$ cat config.mk
export PLATFORM = sky130hd
export DESIGN_NAME = relay_ctl
export DESIGN_NICKNAME = d
export VERILOG_FILES = /design/src/relay_ctl_pkg.sv /design/src/relay_ctl.sv /design/src/relay_timer.sv
export SDC_FILE = /design/constraint.sdc
export NUM_CORES = 2
export LEC_CHECK = 0
export BUFFER_PORTS_ARGS = -buffer_cell sky130_fd_sc_hd__buf_2
export CAP_MARGIN = 20
export CELL_PAD_IN_SITES_DETAIL_PLACEMENT = 0
export CELL_PAD_IN_SITES_GLOBAL_PLACEMENT = 1
export CORE_MARGIN = 1.5
export CORE_UTILIZATION = 55
export CTS_BUF_LIST = sky130_fd_sc_hd__clkbuf_4
export DETAILED_ROUTE_END_ITERATION = 6
export PLACE_DENSITY_LB_ADDON = 0.1
export SLEW_MARGIN = 20
export SYNTH_ARGS = -nofsm -noshare
export SYNTH_HDL_FRONTEND = slang
export SYNTH_HIERARCHICAL = 1
export SYNTH_SLANG_ARGS = --single-unit
$ cat constraint.sdc
create_clock -name mclk_in -period 9.5 [get_ports mclk_in]
set_clock_uncertainty 0.1 [all_clocks]
set_input_delay 2.85 -clock mclk_in [delete_from_list [all_inputs] [get_ports mclk_in]]
set_output_delay 2.85 -clock mclk_in [all_outputs]
set_load 0.03 [all_outputs]
$ cat src/relay_ctl_pkg.sv
// shared constants, register map and carrier types of the relay output controller
package relay_ctl_pkg;
    localparam int NUM_CH = 4;
    localparam int NUM_OUT = 2;
    localparam int NUM_ALM = NUM_CH * 2;
    // timer tick: one tenth of a second at a 10 ns clock
    localparam int CLK_PERIOD_NS = 10;
    localparam int TICK_MS = 100;
    localparam int TICK_CYCLES = TICK_MS * 1000000 / CLK_PERIOD_NS;
    // register byte offsets
    localparam logic [7:0] STATUS_OFS = 8'h00;
    localparam logic [7:0] INT_STAT_OFS = 8'h04;
    localparam logic [7:0] INT_MASK_OFS = 8'h08;
    localparam logic [7:0] OUT_CFG_OFS = 8'h10;
    localparam logic [7:0] OUT_DLY_OFS = 8'h18;
    localparam logic [7:0] OUT_HOLD_OFS = 8'h20;
    localparam logic [7:0] ALM_CFG_OFS = 8'h40;
    // field positions
    localparam int ST_RELAY_LSB = 0;
    localparam int ST_ALM_LSB = 2;
    localparam int INT_W = NUM_OUT + NUM_ALM;
    localparam int CFG_NC_BIT = 0;
    localparam int CFG_AND_BIT = 1;
    localparam int CFG_SRC_LSB = 2;
    localparam int ALM_THR_LSB = 0;
    localparam int ALM_HYS_LSB = 16;
    localparam int ALM_MODE_LSB = 24;
    localparam logic [31:0] RESET_VAL = 32'h0000_0000;
    // channel source selector codes
    localparam logic [1:0] SRC_NONE = 2'h0;
    localparam logic [1:0] SRC_AL1 = 2'h1;
    localparam logic [1:0] SRC_AL2 = 2'h2;
    localparam logic [1:0] SRC_BOTH = 2'h3;
    // alarm condition codes
    localparam logic [1:0] ALM_OFF = 2'h0;
    localparam logic [1:0] ALM_OVER = 2'h1;
    localparam logic [1:0] ALM_UNDER = 2'h2;

    typedef struct packed {
        logic [NUM_CH-1:0][1:0] src;
        logic and_fn;
        logic nc;
    } out_cfg_s;

    typedef struct packed {
        logic [15:0] open_t;
        logic [15:0] close_t;
    } out_time_s;

    typedef struct packed {
        logic [1:0] mode;
        logic [7:0] hys;
        logic [15:0] thr;
    } alm_cfg_s;
endpackage : relay_ctl_pkg

$ cat src/relay_ctl.sv
// alarm evaluation, output logic functions, relay timing and register slave
`timescale 1ns/1ps
`default_nettype none
module relay_ctl #(
    parameter int TICK_DIV = relay_ctl_pkg::TICK_CYCLES
) (
    // clock and reset
    input wire logic mclk_in,
    input wire logic rst_b_in,
    // apb slave
    input wire logic psel_in,
    input wire logic penable_in,
    input wire logic pwrite_in,
    input wire logic [7:0] paddr_in,
    input wire logic [31:0] pwdata_in,
    output logic [31:0] prdata_out,
    output logic pready_out,
    output logic pslverr_out,
    // channel measurement results, signed
    input wire logic [relay_ctl_pkg::NUM_CH-1:0][15:0] chan_value_in,
    // relays and interrupt
    output logic [relay_ctl_pkg::NUM_OUT-1:0] relay_closed_out,
    output logic irq_out
);
    import relay_ctl_pkg::*;

    function automatic logic in_block(input logic [7:0] a, input logic [7:0] base, input int n);
        logic [8:0] lim;
        lim = {1'b0, base} + 9'(n * 4);
        return a[1:0] == 2'b00 && a >= base && {1'b0, a} < lim;
    endfunction : in_block

    function automatic int word_idx(input logic [7:0] a, input logic [7:0] base);
        logic [7:0] d;
        d = a - base;
        return int'(d[7:2]);
    endfunction : word_idx

    out_cfg_s [NUM_OUT-1:0] cfg_ff;
    out_time_s [NUM_OUT-1:0] dly_ff;
    out_time_s [NUM_OUT-1:0] hold_ff;
    alm_cfg_s [NUM_ALM-1:0] alm_cfg_ff;
    logic [NUM_ALM-1:0] alarm_ff;
    logic [NUM_CH-1:0] chan_state;
    logic [NUM_OUT-1:0] logic_res;
    logic [NUM_OUT-1:0] relay_q;
    logic [NUM_OUT-1:0] relay_prev_ff;
    logic [NUM_ALM-1:0] alarm_prev_ff;
    logic [INT_W-1:0] int_stat_ff;
    logic [INT_W-1:0] int_mask_ff;
    logic [INT_W-1:0] events;
    logic [INT_W-1:0] stat_kept;
    logic [31:0] tick_cnt_ff;
    logic tick_ff;
    logic acc;
    logic wr;
    logic rd_clr;
    logic hit;
    logic [31:0] rd_val;

    // tick divider: slow rate as a one-cycle enable
    always_ff @(posedge mclk_in or negedge rst_b_in) begin
        if (!rst_b_in) begin
            tick_cnt_ff <= 32'h0000_0000;
            tick_ff <= 1'b0;
        end else if (tick_cnt_ff >= 32'(TICK_DIV - 1)) begin
            tick_cnt_ff <= 32'h0000_0000;
            tick_ff <= 1'b1;
        end else begin
            tick_cnt_ff <= tick_cnt_ff + 32'h0000_0001;
            tick_ff <= 1'b0;
        end
    end

    // alarm comparators with hysteresis band
    genvar ga;
    generate
        for (ga = 0; ga < NUM_ALM; ga++) begin : g_alm
            logic signed [17:0] val;
            logic signed [17:0] hi;
            logic signed [17:0] lo;
            assign val = 18'(signed'(chan_value_in[ga / 2]));
            assign hi = 18'(signed'(alm_cfg_ff[ga].thr)) + signed'({10'h000, alm_cfg_ff[ga].hys});
            assign lo = 18'(signed'(alm_cfg_ff[ga].thr)) - signed'({10'h000, alm_cfg_ff[ga].hys});
            always_ff @(posedge mclk_in or negedge rst_b_in) begin
                if (!rst_b_in) begin
                    alarm_ff[ga] <= 1'b0;
                end else begin
                    unique case (alm_cfg_ff[ga].mode)
                        ALM_OVER: begin
                            if (val >= hi) begin
                                alarm_ff[ga] <= 1'b1;
                            end else if (val <= lo) begin
                                alarm_ff[ga] <= 1'b0;
                            end
                        end
                        ALM_UNDER: begin
                            if (val <= lo) begin
                                alarm_ff[ga] <= 1'b1;
                            end else if (val >= hi) begin
                                alarm_ff[ga] <= 1'b0;
                            end
                        end
                        default: begin
                            alarm_ff[ga] <= 1'b0;
                        end
                    endcase
                end
            end

        end
    endgenerate

    // channel alarm state from the source selector of each output
    genvar go;
    generate
        for (go = 0; go < NUM_OUT; go++) begin : g_out
            logic [NUM_CH-1:0] att;
            logic [NUM_CH-1:0] st;
            for (genvar gc = 0; gc < NUM_CH; gc++) begin : g_ch
                always_comb begin
                    att[gc] = cfg_ff[go].src[gc] != SRC_NONE;
                    unique case (cfg_ff[go].src[gc])
                        SRC_AL1: st[gc] = alarm_ff[2 * gc];
                        SRC_AL2: st[gc] = alarm_ff[2 * gc + 1];
                        SRC_BOTH: st[gc] = alarm_ff[2 * gc] & alarm_ff[2 * gc + 1];
                        SRC_NONE: st[gc] = 1'b0;
                    endcase
                end

            end
            // an output with no attached channel never asserts
            assign logic_res[go] = cfg_ff[go].and_fn ?
                (att != '0 && (st & att) == att) :
                ((st & att) != '0);

            relay_timer u_timer (
                .mclk_in(mclk_in),
                .rst_b_in(rst_b_in),
                .tick_in(tick_ff),
                .logic_in(logic_res[go]),
                .nc_in(cfg_ff[go].nc),
                .dly_in(dly_ff[go]),
                .hold_in(hold_ff[go]),
                .relay_closed_out(relay_q[go])
            );
        end
    endgenerate

    assign relay_closed_out = relay_q;

    // apb: one wait state so read data come from a flop
    assign acc = psel_in && penable_in && pready_out;
    assign wr = acc && pwrite_in;
    assign rd_clr = acc && !pwrite_in && paddr_in == INT_STAT_OFS;
    assign hit = paddr_in == STATUS_OFS || paddr_in == INT_STAT_OFS || paddr_in == INT_MASK_OFS
        || in_block(paddr_in, OUT_CFG_OFS, NUM_OUT) || in_block(paddr_in, OUT_DLY_OFS, NUM_OUT)
        || in_block(paddr_in, OUT_HOLD_OFS, NUM_OUT) || in_block(paddr_in, ALM_CFG_OFS, NUM_ALM);

    always_comb begin
        rd_val = RESET_VAL;
        if (paddr_in == STATUS_OFS) begin
            rd_val[ST_RELAY_LSB +: NUM_OUT] = relay_q;
            rd_val[ST_ALM_LSB +: NUM_ALM] = alarm_ff;
        end else if (paddr_in == INT_STAT_OFS) begin
            rd_val[INT_W-1:0] = int_stat_ff;
        end else if (paddr_in == INT_MASK_OFS) begin
            rd_val[INT_W-1:0] = int_mask_ff;
        end else if (in_block(paddr_in, OUT_CFG_OFS, NUM_OUT)) begin
            rd_val[CFG_SRC_LSB + 2 * NUM_CH - 1:0] = cfg_ff[word_idx(paddr_in, OUT_CFG_OFS)];
        end else if (in_block(paddr_in, OUT_DLY_OFS, NUM_OUT)) begin
            rd_val = dly_ff[word_idx(paddr_in, OUT_DLY_OFS)];
        end else if (in_block(paddr_in, OUT_HOLD_OFS, NUM_OUT)) begin
            rd_val = hold_ff[word_idx(paddr_in, OUT_HOLD_OFS)];
        end else if (in_block(paddr_in, ALM_CFG_OFS, NUM_ALM)) begin
            rd_val[ALM_MODE_LSB + 1:0] = alm_cfg_ff[word_idx(paddr_in, ALM_CFG_OFS)];
        end
    end

    always_ff @(posedge mclk_in or negedge rst_b_in) begin
        if (!rst_b_in) begin
            pready_out <= 1'b0;
            pslverr_out <= 1'b0;
            prdata_out <= RESET_VAL;
        end else if (psel_in && penable_in && !pready_out) begin
            pready_out <= 1'b1;
            pslverr_out <= !hit;
            prdata_out <= (pwrite_in || !hit) ? RESET_VAL : rd_val;
        end else begin
            pready_out <= 1'b0;
            pslverr_out <= 1'b0;
        end
    end

    // configuration writes
    always_ff @(posedge mclk_in or negedge rst_b_in) begin
        if (!rst_b_in) begin
            cfg_ff <= '0;
            dly_ff <= '0;
            hold_ff <= '0;
            alm_cfg_ff <= '0;
            int_mask_ff <= '0;
        end else if (wr) begin
            if (paddr_in == INT_MASK_OFS) begin
                int_mask_ff <= pwdata_in[INT_W-1:0];
            end
            if (in_block(paddr_in, OUT_CFG_OFS, NUM_OUT)) begin
                cfg_ff[word_idx(paddr_in, OUT_CFG_OFS)] <= pwdata_in[CFG_SRC_LSB + 2 * NUM_CH - 1:0];
            end
            if (in_block(paddr_in, OUT_DLY_OFS, NUM_OUT)) begin
                dly_ff[word_idx(paddr_in, OUT_DLY_OFS)] <= pwdata_in;
            end
            if (in_block(paddr_in, OUT_HOLD_OFS, NUM_OUT)) begin
                hold_ff[word_idx(paddr_in, OUT_HOLD_OFS)] <= pwdata_in;
            end
            if (in_block(paddr_in, ALM_CFG_OFS, NUM_ALM)) begin
                alm_cfg_ff[word_idx(paddr_in, ALM_CFG_OFS)] <= pwdata_in[ALM_MODE_LSB + 1:0];
            end
        end
    end

    // events: relay toggles and alarm onsets; a new event beats the read clear
    assign events = {alarm_ff & ~alarm_prev_ff, relay_q ^ relay_prev_ff};
    // a read clears only the bits it returned: an onset between data capture
    // and the access edge would otherwise be lost
    assign stat_kept = rd_clr ? (int_stat_ff & ~prdata_out[INT_W-1:0]) : int_stat_ff;

    always_ff @(posedge mclk_in or negedge rst_b_in) begin
        if (!rst_b_in) begin
            relay_prev_ff <= '0;
            alarm_prev_ff <= '0;
            int_stat_ff <= '0;
            irq_out <= 1'b0;
        end else begin
            relay_prev_ff <= relay_q;
            alarm_prev_ff <= alarm_ff;
            int_stat_ff <= stat_kept | events;
            irq_out <= ((stat_kept | events) & int_mask_ff) != '0;
        end
    end
endmodule : relay_ctl
`default_nettype wire

$ cat src/relay_timer.sv
// per-output switching delay, hold time and relay drive
`timescale 1ns/1ps
`default_nettype none
module relay_timer (
    // clock and reset
    input wire logic mclk_in,
    input wire logic rst_b_in,
    // timing and control
    input wire logic tick_in,
    input wire logic logic_in,
    input wire logic nc_in,
    input wire relay_ctl_pkg::out_time_s dly_in,
    input wire relay_ctl_pkg::out_time_s hold_in,
    // relay
    output logic relay_closed_out
);
    import relay_ctl_pkg::*;

    logic act_ff;
    logic [15:0] cnt_ff;
    logic [15:0] hold_ff;
    logic nxt_act;
    logic [15:0] nxt_cnt;
    logic [15:0] nxt_hold;
    logic sw;
    logic cur_closed;
    logic [15:0] sw_dly;
    logic [15:0] sw_hold;

    assign cur_closed = act_ff ^ nc_in;
    // leaving closed uses the open delay, leaving open the close delay
    assign sw_dly = cur_closed ? dly_in.open_t : dly_in.close_t;
    assign sw_hold = cur_closed ? hold_in.open_t : hold_in.close_t;

    always_comb begin
        nxt_act = act_ff;
        nxt_cnt = cnt_ff;
        nxt_hold = hold_ff;
        sw = 1'b0;
        if (hold_ff != 16'h0000) begin
            // alarms ignored and counting frozen during hold
            if (tick_in) begin
                nxt_hold = hold_ff - 16'h0001;
            end
        end else if (logic_in != act_ff) begin
            if (sw_dly == 16'h0000) begin
                sw = 1'b1;
            end else if (tick_in) begin
                if ({1'b0, cnt_ff} + 17'h00001 >= {1'b0, sw_dly}) begin
                    sw = 1'b1;
                end else begin
                    nxt_cnt = cnt_ff + 16'h0001;
                end
            end
        end else if (tick_in && cnt_ff != 16'h0000) begin
            nxt_cnt = cnt_ff - 16'h0001;
        end
        if (sw) begin
            nxt_act = ~act_ff;
            nxt_cnt = 16'h0000;
            nxt_hold = sw_hold;
        end
    end

    always_ff @(posedge mclk_in or negedge rst_b_in) begin
        if (!rst_b_in) begin
            act_ff <= 1'b0;
            cnt_ff <= 16'h0000;
            hold_ff <= 16'h0000;
        end else begin
            act_ff <= nxt_act;
            cnt_ff <= nxt_cnt;
            hold_ff <= nxt_hold;
        end
    end

    always_ff @(posedge mclk_in or negedge rst_b_in) begin
        if (!rst_b_in) begin
            relay_closed_out <= 1'b0;
        end else begin
            relay_closed_out <= nxt_act ^ nc_in;
        end
    end
endmodule : relay_timer
`default_nettype wire

==> flow_metrics.py <==
metrics = {
    "run_status": {
        "status": "finished, violations left",
        "violations": "DRC",
    },
    "yosys": {
        "synth-async-reset-ratio_pct": 100,
        "synthTopCellsByArea": "dfrtp_1 (31%), ha_1 (15%), mux2_2 (10%)",
        "synthFlopType": "dfrtp_1",
        "synth_common_cells": "dfrtp_1 (530), ha_1 (490), mux2_2 (386)",
        "syn_area_um2": 42200,
        "postSynthCellCount": 4292,
        "ys_ff_latch": 530,
        "yosys_warnings": 6,
        "yosys.area.top_type": "dfrtp_1",
        "synth.most_common_cell": "dfrtp_1",
        "yosysTopAreaCellShare_pct": 31.4,
        "synth_area_per_cell_um2": 9.83,
        "ys_seq_area_share_pct": 31.4,
        "synth-edff-count": 0,
        "synth_cell_types": 95,
    },
    "min_path": {
        "min_path_type": "register to register",
        "hold_end": "alarm_prev_ff[3]",
        "holdPathStages": 0,
        "hold_path_startpoint": "alarm_ff[3]",
    },
    "critical_path": {
        "r2r_end": "g_out[0].u_timer/cnt_ff[14]",
        "path_cells": "inv_1, a22o_1, or4_1, a21oi_1, xor2_1, inv_1, fa_1, a21o_1, a21o_1, a2111oi_0, o211ai_1, a31o_2, a21oi_1, xor2_1, o21ai_0",
        "r2r-start": "alarm_ff[2]",
        "worst_ep_required_time_ns": 10.24,
        "cp_data_arrival_time_ns": 6.54,
        "reg2reg_depth": 15,
        "critPathMaxStageDelay_ns": 0.67,
        "cp_max_fo": 17,
        "worstSetupEndpointType": "register",
        "cpMaxStageDelayCell": "a21oi_1",
        "start_kind": "register",
        "crit_type": "register to register",
        "reg2reg_slack_ns": 3.70,
    },
    "layout": {
        "n_fill_cell": 6744,
        "drive_above_1_share_pct": 19.0,
        "area_delta_synth_final_pct": 7.49,
        "regArea_um2": 13300,
        "postLayoutCellArea_um2": 45400,
        "nNetsFinal": 5019,
        "multi_input_area_um2": 27200,
    },
    "pwr": {
        "power.density_nw_per_um2": 125,
        "vdd_ir_drop_max_v": 0.000141,
        "p_leak_nw": 21.3,
    },
    "timing": {
        "finalHoldViolCount": 0,
        "fin_crit_ns": 5.80,
        "rsz0062_at_grt": "false",
        "setup_violations": 0,
        "layout_setup_ws_ns": 3.70,
        "tightest_slew_ns": 1.14,
        "max_slew_margin_pct": 24.3,
        "fin_tns_setup_ns": 0,
        "slew_violations": 0,
        "timing.final.crit_share_pct": 61.0,
        "max_freq_ghz": 0.173,
    },
    "clocking": {
        "postCtsResizedCells": 0,
        "htreeDepth": 4,
        "clk_pin_slew_ns": 0.07,
        "cts_buffer_depth": 3,
        "cts_sinks": 530,
        "cts_tree": "built",
        "cts_buffers": 139,
        "post-cts-setup-buffer-count": 0,
        "cts_hold_buffers": 0,
        "clockRootBuffer": "clkbuf_4",
        "clk_latency_ns": 0.99,
    },
    "die": {
        "pin_count": 146,
        "die_h_um": 280,
        "core_um2": 75900,
        "start_util_pct": 55.6,
        "die_w_um": 280,
        "rows": 101,
        "die_area_um2": 78400,
    },
    "place": {
        "place_ws_ns": 3.17,
        "place_congestion": 0.965,
        "dpl_cell_area_um2": 43700,
        "dp_hpwl_um": 105000,
        "port_buffers": 145,
    },
    "detailed_routing": {
        "drtIter0Drc": 3408,
        "drt-vias-per-instance": 6.32,
        "routed_wirelength_um": 138000,
        "drc": 3,
        "vias": 35000,
        "routedWlPerCell_um": 25.0,
        "drtPass1Iterations": 7,
        "ant_nets": 0,
    },
    "global_routing": {
        "grt_start_max_net_pins": 161,
        "grt_overflow": 0,
        "busiest_layer": "met2",
        "grt_pass1_vias": 32900,
        "track_usage_pct": 35.1,
        "grt_pass1_wl_um": 206000,
        "grtUsageMet2_pct": 50.8,
        "grt_use_met3_pct": 9.24,
        "antenna_found_initial": 15,
        "met1_usage_pct": 50.1,
    },
    "job": {
        "max_cap_viol_count": 0,
    },
}
-- layout make-up --
cell class                 count  area share [%]
sequential                   530            29.2
antenna                       10          0.0552
clock inverter                47           0.596
multi-input combinational   3315            60.0
timing repair buffer         171            2.16
inverter                     245            2.03
tap                         1030            2.84
clock buffer                 184            3.04
-- worst max-delay path: cells and delay by family (launching register included) --
kind | cells | cell delay, ns
compound gates | 9 | 2.68
xor+xnor | 2 | 0.63
fa+ha+maj | 1 | 0.55
buf+inv | 2 | 0.63
flops | 1 | 0.55
simple gates | 1 | 0.52
-- metrics by stage --
stage                     util, %  total power, mW  cells  hold WS, ns
after floorplan                 -             3.37   4299        0.254
after global placement       57.5             3.71   5289        0.260
after detailed placement     57.5             3.73   5291        0.262
after CTS                    59.7             5.68   5522        0.276
after global routing         59.7             5.99   5526        0.296
final                        59.7             5.67   5532        0.276
-- registers in the layout, summed over array words and instances, names as in the netlist --
name / cells
pready_out: 1
int_mask_ff: 10
prdata_out: 32
cfg_ff: 20
int_stat_ff: 10
irq_out: 1
g_out.u_timer/relay_closed_out: 2
dly_ff: 64
tick_ff: 1
alm_cfg_ff: 208
g_out.u_timer/cnt_ff: 32
relay_prev_ff: 2
alarm_ff: 8
hold_ff: 64
pslverr_out: 1
g_out.u_timer/act_ff: 2
alarm_prev_ff: 8
g_out.u_timer/hold_ff: 32
tick_cnt_ff: 32
-- where the power goes --
group | internal, mW | switching, mW | leakage (nW) | total [mW]
Sequential | 2.36 | 0.160 | 7.25 | 2.52
Combinational | 0.504 | 0.679 | 13.1 | 1.18
Clock | 0.959 | 1.00 | 0.971 | 1.96
-- logic make-up (layout without fill, tap and decap cells) --
family | count (synthesis) | after routing | share of synthesized area (%)
XOR/XNOR | 306 | 306 | 6.37
multiplexers | 582 | 582 | 16.5
flip-flops | 530 | 530 | 31.4
adder cells (fa/ha/maj) | 508 | 508 | 15.4
buffers and inverters | 454 | 647 | 4.22
other | 1 | 18 | 0.00888
AO/OA/AOI/OAI | 850 | 850 | 13.4
AND/OR/NAND/NOR | 1061 | 1061 | 12.7
-- layer usage --
metal  wire (µm)  up-vias
met4        4960        6
met1       61400    17100
met5          34        -
met2       58700     1538
li1            -    16000
met3       13000      276
-- layout by cell type (no fill, tap or decap), drive strengths merged, types with 58 or more instances in the layout --
cell type / synthesis / final
nor2b: 58 / 58
a21oi: 221 / 221
dfrtp: 530 / 530
nor3: 78 / 78
xnor2: 175 / 175
ha: 490 / 490
nand2: 242 / 242
inv: 245 / 251
clkbuf: 166 / 185
nand3: 137 / 137
nor2: 231 / 231
buf: 43 / 170
nand4: 69 / 69
xor2: 131 / 131
mux2: 387 / 387
o21ai: 182 / 182
mux2i: 143 / 143
-- how the worst max path moves through the flow --
stage / from / end / slack (ns) / cells after the start
after floorplan: paddr_in[3] / dly_ff[0] / 3.27 / 9
after global placement: paddr_in[3] / prdata_out[8] / 3.15 / 8
after detailed placement: paddr_in[3] / prdata_out[0] / 3.17 / 8
after CTS: alarm_ff[2] / g_out[0].u_timer/cnt_ff[14] / 3.73 / 15
after global routing: alarm_ff[6] / g_out[0].u_timer/cnt_ff[14] / 3.40 / 14
final: alarm_ff[2] / g_out[0].u_timer/cnt_ff[14] / 3.70 / 15
Note: power is estimated with default switching activity, not from simulation.
